<file path="src/rtl/camio_consts.svh">
/*
 * Register offsets, field positions, reset values and encodings for the
 * camera I/O line control block.
 * Assumes a 32-bit classic Wishbone slave with byte addresses.
 */
`ifndef CAMIO_CONSTS_SVH
`define CAMIO_CONSTS_SVH

`define OFS_MODE        8'h00
`define OFS_TRIG_SRC    8'h04
`define OFS_LINE_SEL    8'h08
`define OFS_LINE_INV    8'h0c
`define OFS_LINE_STAT   8'h10
`define OFS_STAT_ALL    8'h14
`define OFS_OUT_SRC     8'h18

`define SEL_OUT_BASE    3'h2
`define MODE_RST        1'h0
`define INV_RST         1'h0
`define LINE_SEL_RST    3'h0
`define OUT_SRC_RST     8'h04
`define TRIG_LEGACY_RST 2'h1
`define TRIG_STD_RST    2'h1

`endif

</file>
<file path="src/rtl/camio_pkg.sv">
/*
 * Types shared by the camera I/O line control block.
 * Assumes the constants header is included by the design file.
 */
package camio_pkg;
  typedef enum logic [1:0] {
    SRC_EXPOSURE = 2'b00,
    SRC_TRIG_OK  = 2'b01,
    SRC_LOW      = 2'b10,
    SRC_HIGH     = 2'b11
  } out_src_type;

  typedef enum logic [1:0] {
    TRIG_NONE  = 2'b00,
    TRIG_LINE1 = 2'b01,
    TRIG_LINE2 = 2'b10
  } trig_src_type;
endpackage : camio_pkg

</file>
<file path="src/rtl/camio_lines.sv">
/*
 * Camera opto-isolated line control: two inputs, four outputs, trigger
 * routing, inversion, readback, output source mapping, Wishbone slave.
 * Assumes input pins are asynchronous to REF_CLK and that exposure and
 * trigger-accept status come from logic on REF_CLK.
 */
// The register offsets and register access over Wishbone were decided locally.
`include "camio_consts.svh"

////////////////////////////////////////////////////////////////////////////////
// How it works
// - Two input lines, each seen internally as one logic level.
// - Four output lines, each driven from one internal logic level.
// - Output one means the output switch conducts, zero means it is off.
// - Standard mode reset: input 1 is the frame start trigger.
// - Standard mode reset: input 2 is the acquisition start trigger.
// - Legacy mode reset: input 1 is the single acquisition start trigger.
// - Apart from the standard mode default, at most one input line is the external trigger source at a time.
// - The line assigned as trigger source is not offered as a user input.
// - Any unassigned input line serves as a user input.
// - Software reads one selected line level and all levels together.
// - Each input line has its own independent inversion control.
// - Inversion is set by selecting a line, then writing the inverter bit.
// - After reset output 1 carries the exposure-in-progress signal.
// - After reset output 2 carries the trigger-accept signal.
// - Trigger-accept rises when the next exposure start may be triggered.
// - Software can change which internal signal drives each output.
module camio_lines
  import camio_pkg::*;
(
  input  wire logic        REF_CLK,
  input  wire logic        RST_B,
  input  wire logic        CLK_EN,
  input  wire logic [1:0]  LINE_IN,
  input  wire logic        EXPOSURE_IN_PROGRESS,
  input  wire logic        TRIGGER_ACCEPT_WINDOW,
  input  wire logic        WB_CYC_I,
  input  wire logic        WB_STB_I,
  input  wire logic        WB_WE_I,
  input  wire logic [7:0]  WB_ADR_I,
  input  wire logic [3:0]  WB_SEL_I,
  input  wire logic [31:0] WB_DAT_I,
  output logic      [31:0] WB_DAT_O,
  output logic             WB_ACK_O,
  output logic      [3:0]  LINE_OUT,
  output logic             FRAME_START_TRIGGER,
  output logic             ACQ_START_TRIGGER,
  output logic      [1:0]  USER_INPUT,
  output logic      [1:0]  USER_INPUT_VALID
);

  //////////////////////////////////////////////////////////////////////////////
  // Bus decode.

  logic       legacy_mode;
  logic [1:0] trig_src;
  logic       trig_written;
  logic [2:0] line_sel;
  logic [7:0] out_src;

  // A request is taken only while no acknowledge is pending, so a master
  // that holds its strobe through the acknowledge is served exactly once.
  wire bus_req  = WB_CYC_I & WB_STB_I & ~WB_ACK_O;
  wire bus_take = CLK_EN & bus_req;
  wire bus_wr   = bus_take & WB_WE_I & WB_SEL_I[0];

  wire hit_mode = WB_ADR_I == `OFS_MODE;
  wire hit_trig = WB_ADR_I == `OFS_TRIG_SRC;
  wire hit_sel  = WB_ADR_I == `OFS_LINE_SEL;
  wire hit_inv  = WB_ADR_I == `OFS_LINE_INV;
  wire hit_stat = WB_ADR_I == `OFS_LINE_STAT;
  wire hit_all  = WB_ADR_I == `OFS_STAT_ALL;
  wire hit_osrc = WB_ADR_I == `OFS_OUT_SRC;

  // The selector spans inputs 0..1 and outputs 2..5.
  wire sel_is_in = line_sel < `SEL_OUT_BASE;
  wire sel_idx   = line_sel[0];

  wire wr_mode = bus_wr & hit_mode;
  wire wr_trig = bus_wr & hit_trig;
  wire wr_sel  = bus_wr & hit_sel;
  wire wr_osrc = bus_wr & hit_osrc;
  // Output lines have no inverter here, so such a write is dropped.
  wire wr_inv  = bus_wr & hit_inv & sel_is_in;

  //////////////////////////////////////////////////////////////////////////////
  // Input lines: a synchroniser and an inverter for each line.

  wire [1:0] inv;
  wire [1:0] level;

  genvar s;
  generate
    for (s = 0; s < 2; s = s + 1) begin : g_line
      logic stage_a;
      logic stage_b;
      logic inverted;
      // Each line keeps its own inverter bit and takes a write only while
      // it is the selected line, so the two settings never disturb each
      // other.
      wire  wr_this = wr_inv & (sel_idx == 1'(s));

      // Only the second stage is read, so a metastable first stage never
      // reaches routing or readback.
      always_ff @(posedge REF_CLK or negedge RST_B) begin
        if (!RST_B) begin
          stage_a <= 1'b0;
          stage_b <= 1'b0;
        end else if (CLK_EN) begin
          stage_a <= LINE_IN[s];
          stage_b <= stage_a;
        end
      end

      always_ff @(posedge REF_CLK or negedge RST_B) begin
        if (!RST_B) begin
          inverted <= `INV_RST;
        end else if (wr_this) begin
          inverted <= WB_DAT_I[0];
        end
      end

      // Both trigger routing and readback read the inverted level.
      assign inv[s]   = inverted;
      assign level[s] = stage_b ^ inverted;
    end
  endgenerate

  //////////////////////////////////////////////////////////////////////////////
  // Registers.

  always_ff @(posedge REF_CLK or negedge RST_B) begin
    if (!RST_B) begin
      legacy_mode <= `MODE_RST;
    end else if (wr_mode) begin
      legacy_mode <= WB_DAT_I[0];
    end
  end

  // Only one encoding per line can be held, so two sources cannot coexist.
  wire [1:0] next_trig_src = (WB_DAT_I[1:0] == 2'h3) ? 2'h0
                                                     : WB_DAT_I[1:0];

  always_ff @(posedge REF_CLK or negedge RST_B) begin
    if (!RST_B) begin
      trig_src     <= `TRIG_STD_RST;
      trig_written <= 1'b0;
    end else if (wr_trig) begin
      trig_src     <= next_trig_src;
      trig_written <= 1'b1;
    end
  end

  always_ff @(posedge REF_CLK or negedge RST_B) begin
    if (!RST_B) begin
      line_sel <= `LINE_SEL_RST;
    end else if (wr_sel) begin
      line_sel <= WB_DAT_I[2:0];
    end
  end

  // The reset map puts exposure on output 1 and trigger accept on output 2.
  always_ff @(posedge REF_CLK or negedge RST_B) begin
    if (!RST_B) begin
      out_src <= `OUT_SRC_RST;
    end else if (wr_osrc) begin
      out_src <= WB_DAT_I[7:0];
    end
  end

  //////////////////////////////////////////////////////////////////////////////
  // Trigger routing and user inputs.

  // Until software picks a source, the mode decides the default routing.
  wire [1:0] eff_trig = trig_written ? trig_src
                                     : (legacy_mode ? `TRIG_LEGACY_RST
                                                    : `TRIG_STD_RST);

  wire std_default = ~trig_written & ~legacy_mode;
  wire pick_line1  = eff_trig == TRIG_LINE1;
  wire pick_line2  = eff_trig == TRIG_LINE2;

  // A single chosen line feeds frame start in standard mode and
  // acquisition start in legacy mode; the other start stays low.
  wire routed = (pick_line1 & level[0]) | (pick_line2 & level[1]);

  // The standard default is the one case that uses both lines at once.
  wire next_frame = std_default ? level[0]
                                : ~legacy_mode & routed;
  wire next_acq   = std_default ? level[1]
                                : legacy_mode & routed;

  wire [1:0] assigned;
  assign assigned[0] = std_default | pick_line1;
  assign assigned[1] = std_default | pick_line2;

  wire [1:0] next_user  = level & ~assigned;
  wire [1:0] next_valid = ~assigned;

  always_ff @(posedge REF_CLK or negedge RST_B) begin
    if (!RST_B) begin
      FRAME_START_TRIGGER <= 1'b0;
    end else if (CLK_EN) begin
      FRAME_START_TRIGGER <= next_frame;
    end
  end

  always_ff @(posedge REF_CLK or negedge RST_B) begin
    if (!RST_B) begin
      ACQ_START_TRIGGER <= 1'b0;
    end else if (CLK_EN) begin
      ACQ_START_TRIGGER <= next_acq;
    end
  end

  always_ff @(posedge REF_CLK or negedge RST_B) begin
    if (!RST_B) begin
      USER_INPUT <= 2'h0;
    end else if (CLK_EN) begin
      USER_INPUT <= next_user;
    end
  end

  always_ff @(posedge REF_CLK or negedge RST_B) begin
    if (!RST_B) begin
      USER_INPUT_VALID <= 2'h0;
    end else if (CLK_EN) begin
      USER_INPUT_VALID <= next_valid;
    end
  end

  //////////////////////////////////////////////////////////////////////////////
  // Output mapping: two bits of source per line.

  wire [3:0] next_out;

  genvar g;
  generate
    for (g = 0; g < 4; g = g + 1) begin : g_out
      wire [1:0] src      = out_src[2*g+1:2*g];
      wire       take_exp = src == SRC_EXPOSURE;
      wire       take_acc = src == SRC_TRIG_OK;
      wire       take_one = src == SRC_HIGH;

      // A low selection is the only case left, so it needs no term.
      assign next_out[g] = (take_exp & EXPOSURE_IN_PROGRESS)
                         | (take_acc & TRIGGER_ACCEPT_WINDOW)
                         | take_one;
    end
  endgenerate

  always_ff @(posedge REF_CLK or negedge RST_B) begin
    if (!RST_B) begin
      LINE_OUT <= 4'h0;
    end else if (CLK_EN) begin
      LINE_OUT <= next_out;
    end
  end

  //////////////////////////////////////////////////////////////////////////////
  // Wishbone read data and acknowledge.

  // The answer comes one cycle after the request is taken. Read data is
  // zero outside the acknowledge, so a late sample never shows stale state.
  wire [1:0]  out_pick = line_sel[1:0] - 2'h2;
  wire        stat_in  = level[sel_idx];
  wire        stat_out = LINE_OUT[out_pick];
  wire        stat_bit = sel_is_in ? stat_in : stat_out;
  wire        inv_bit  = sel_is_in & inv[sel_idx];

  wire [31:0] rd_mode = {31'h0, legacy_mode};
  wire [31:0] rd_trig = {30'h0, eff_trig};
  wire [31:0] rd_sel  = {29'h0, line_sel};
  wire [31:0] rd_inv  = {31'h0, inv_bit};
  wire [31:0] rd_stat = {31'h0, stat_bit};
  wire [31:0] rd_all  = {26'h0, LINE_OUT, level};
  wire [31:0] rd_osrc = {24'h0, out_src};

  wire [31:0] next_dat = hit_mode ? rd_mode
                       : hit_trig ? rd_trig
                       : hit_sel  ? rd_sel
                       : hit_inv  ? rd_inv
                       : hit_stat ? rd_stat
                       : hit_all  ? rd_all
                       : hit_osrc ? rd_osrc
                       : 32'h0;

  always_ff @(posedge REF_CLK or negedge RST_B) begin
    if (!RST_B) begin
      WB_ACK_O <= 1'b0;
    end else if (CLK_EN) begin
      WB_ACK_O <= bus_req;
    end
  end

  always_ff @(posedge REF_CLK or negedge RST_B) begin
    if (!RST_B) begin
      WB_DAT_O <= 32'h0;
    end else if (CLK_EN) begin
      WB_DAT_O <= bus_req ? next_dat : 32'h0;
    end
  end

endmodule : camio_lines

</file>
<file path="config.mk">
export PLATFORM = sky130hd
export DESIGN_NAME = camio_lines
export DESIGN_NICKNAME = d
export VERILOG_FILES = /design/src/rtl/camio_pkg.sv /design/src/rtl/camio_lines.sv
export VERILOG_INCLUDE_DIRS = /design/src /design/src/rtl
export SDC_FILE = /design/constraint.sdc
export NUM_CORES = 1
export LEC_CHECK = 0
export BUFFER_PORTS_ARGS = -buffer_cell sky130_fd_sc_hd__buf_2
export CELL_PAD_IN_SITES_DETAIL_PLACEMENT = 2
export CELL_PAD_IN_SITES_GLOBAL_PLACEMENT = 2
export CORE_MARGIN = 2
export CORE_UTILIZATION = 28
export CTS_CLUSTER_SIZE = 25
export DETAILED_ROUTE_END_ITERATION = 10
export PLACE_DENSITY = 0.82
export REMOVE_ABC_BUFFERS = 1
export SLEW_MARGIN = 5
export SYNTH_ARGS = -nofsm -noshare
export SYNTH_HDL_FRONTEND = slang
export SYNTH_SLANG_ARGS = --single-unit
</file>
<file path="constraint.sdc">
create_clock -name REF_CLK -period 2.31 [get_ports REF_CLK]
set_clock_uncertainty 0.15 [all_clocks]
set_input_delay 0.231 -clock REF_CLK [delete_from_list [all_inputs] [get_ports REF_CLK]]
set_output_delay 0.231 -clock REF_CLK [all_outputs]
set_load 0.05 [all_outputs]
</file>
==> impl_metrics.ini <==
[final_layout]
final_util = 0.331
drive_above_1_share = 0.344
syn_to_final_growth_pct = 16.4
most-common-layout-cells = buf_2 (45), dfrtp_1 (38), conb_1 (24), mux2_2 (22), nand2_1 (12)
fill_cells = 868
multiInputGateArea_um2 = 1020
seq_area_um2 = 1000
finalNetCount = 307
diodes = 0
layout_commonest_cell = buf_2

[timing]
setup_viol = 0
finalCritPeriodShare = 0.867
maxSlewViolCount = 0
tns_ns = 0
fmax_mhz = 500
rsz0062_at_grt = no
min_period_ns = 2.00
hold_violations = 0
slew_headroom = 0.559
tightest_slew_ns = 0.661

[floorplanning]
start_util = 0.284
die-area_um2 = 8440
die_w_um = 91.8
io_pins = 97
row_count = 32
die_y_um = 91.8
coreArea_um2 = 7610

[synthesis]
syn_inst = 203
synth_warnings = 0
syn_area_per_cell_um2 = 10.6
ys_seq_area_frac = 0.464
ys.flop_type = dfrtp_1
syn_area_um2 = 2160
synth_cell_types = 44
async_flop_share = 1.00
synth_edf_count = 0
ys_seq_elements = 40

[power_and_ir_drop]
p_leak_nw = 1.23
switching_share = 0.326
powerDensity_nw_per_um2 = 591
clkPwrFrac = 0.296
power_mw = 1.49
p_sw_mw = 0.484
pwr-share-seq = 0.500
combPwrFrac = 0.203
p_int_mw = 1.00
ir_drop_mv = 0.165

[critical_path]
crit_start = WB_ACK_O
timing.rr.end = out_src[1]
start_kind = flip-flop
path_class = flip-flop to flip-flop
rr_startpoint = WB_ACK_O
crit_path_end = out_src[1]
path_max_fanout = 8
ff2ff_setup_slack_ns = 0.31
worst_ep_arrival_time_ns = 2.03
end_kind = flip-flop
crit_required_ns = 2.33
rr_worst_depth = 4

[global_routing]
grt_pass1_vias = 1927
grt_pass1_wl_mm = 10.0
grt_max_degree = 23
gr-total-overflow = 0
antenna_found_initial = 0
grt_usage = 0.153

[drt]
vias = 1704
routedWlPerCell_um = 16.9
final_antenna_net_count = 0
first_pass_iters = 4
wl_mm = 5.99
viasPerCell = 4.80
drc = 0
drt-initial-drc-count = 90

[cts]
clockRootBuffer = clkbuf_8
cts_buffers = 5
cts_htree_levels = 2
path_clk_slew_ns = 0.07
cts_sinks = 40
cts_tree = done
cts_buffer_depth = 2
clk_latency_ns = 0.29
cts_setup_buffers = 0

[status]
status = completed

[job]
maxCapViolCount = 0

[placement]
io_buffers = 45
hpwl_mm = 4.66
gp_congestion = 0.861

[hold_path]
min_path_type = input port to flip-flop
-- synth_stat cells (all sizes together) (2+ instances only) --
cell type  count  share of area
a21o           5          0.017
a21oi          6          0.014
a22oi          5          0.017
a31oi          2         0.0058
a32o           2         0.0093
a32oi          2         0.0081
and2           2         0.0058
buf           26          0.088
clkbuf         5         0.0087
dfrtp         38           0.44
dfstp          2          0.024
inv            5         0.0087
mux2          22           0.11
mux2i          3          0.014
nand2         12          0.021
nand2b         3         0.0087
nand3b         2         0.0069
nand4          3         0.0087
nor2          10          0.017
nor2b          6          0.017
nor3           3         0.0069
nor4           3          0.016
o21ai         10          0.023
o22ai          2         0.0058
o2bb2ai        3          0.012
or3b           4          0.016
or4            2         0.0087
xnor2          2         0.0081
-- worst min-delay path by stage --
stage | start | endpoint | slack, ns | cells past startpoint
after floorplan | RST_B | ACQ_START_TRIGGER | -0.21 | 0
final | WB_DAT_I[3] | out_src[3] | 0.02 | 2
after CTS | WB_DAT_I[7] | out_src[7] | 0.02 | 2
after detailed placement | RST_B | g_line[0].stage_a | 0.06 | 1
after global placement | RST_B | g_line[1].stage_a | 0.05 | 1
after global routing | LINE_IN[1] | g_line[1].stage_a | 0.009 | 2
-- layer usage --
layer  track usage  up-vias  share of wire
met5             0        -              0
met4        0.0498        0          0.020
met3        0.0353       11          0.044
met2         0.255       45           0.50
met1         0.196      863           0.44
li1              -      785              -
-- state kept, by name, indices dropped and copies added (netlist names), 2 cells and up --
register and flops:
USER_INPUT_VALID 2, out_src 8, LINE_OUT 4, trig_src 2
line_sel 3, g_line.stage_a 2, g_line.inverted 2, WB_DAT_O 8
USER_INPUT 2, g_line.stage_b 2
-- critical path, stage by stage, from the launching register on --
cell and delay [ns]:
dfrtp_1 0.40, nand4b_1 0.34, nor2_1 0.20, nand3b_1 0.38, mux2_2 0.41
-- cell type report --
class / instances / area share
well taps: 102 / 0.0507
clock buffers: 6 / 0.0288
repair buffers: 51 / 0.108
multi-input cells: 150 / 0.404
flip-flops and latches: 40 / 0.399
clock inverters: 1 / 0.00199
inverters: 5 / 0.00746
-- timing repair --
| action | 4_1_cts | 5_1_grt |
|---|---|---|
| endpoints found under the hold margin | 17 | 0 |
| gates resized for setup | 0 | 0 |
| hold buffers | 1 | 0 |
-- power by group through the flow --
stage / logic (mW) / registers (mW) / clock network [mW]
after floorplan: 0.154 / 0.802 / 0
after global placement: 0.295 / 0.756 / 0
after detailed placement: 0.302 / 0.758 / 0
after CTS: 0.305 / 0.744 / 0.457
after global routing: 0.325 / 0.748 / 0.492
final: 0.302 / 0.743 / 0.440
-- per-stage QoR --
step           area, um^2  hold slack [ns]  setup WS (ns)  std cells
2_1_floorplan        2040           -0.215          0.316        195
3_3_place_gp         2430           0.0532          0.317        347
3_5_place_dp         2430           0.0636          0.257        347
4_1_cts              2520           0.0187          0.259        355
5_1_grt              2520          0.00883          0.232        355
6_report             2520           0.0207          0.308        355
-- logic make-up after synthesis --
family,count (synthesis),synth area share
flip-flops,40,0.464
multiplexers,25,0.129
buffers and inverters,36,0.105
AND/OR/NAND/NOR,55,0.151
XOR/XNOR,3,0.0122
AO/OA/AOI/OAI,43,0.137
other,1,0.00174
Note: power is estimated with default switching activity, not from simulation.
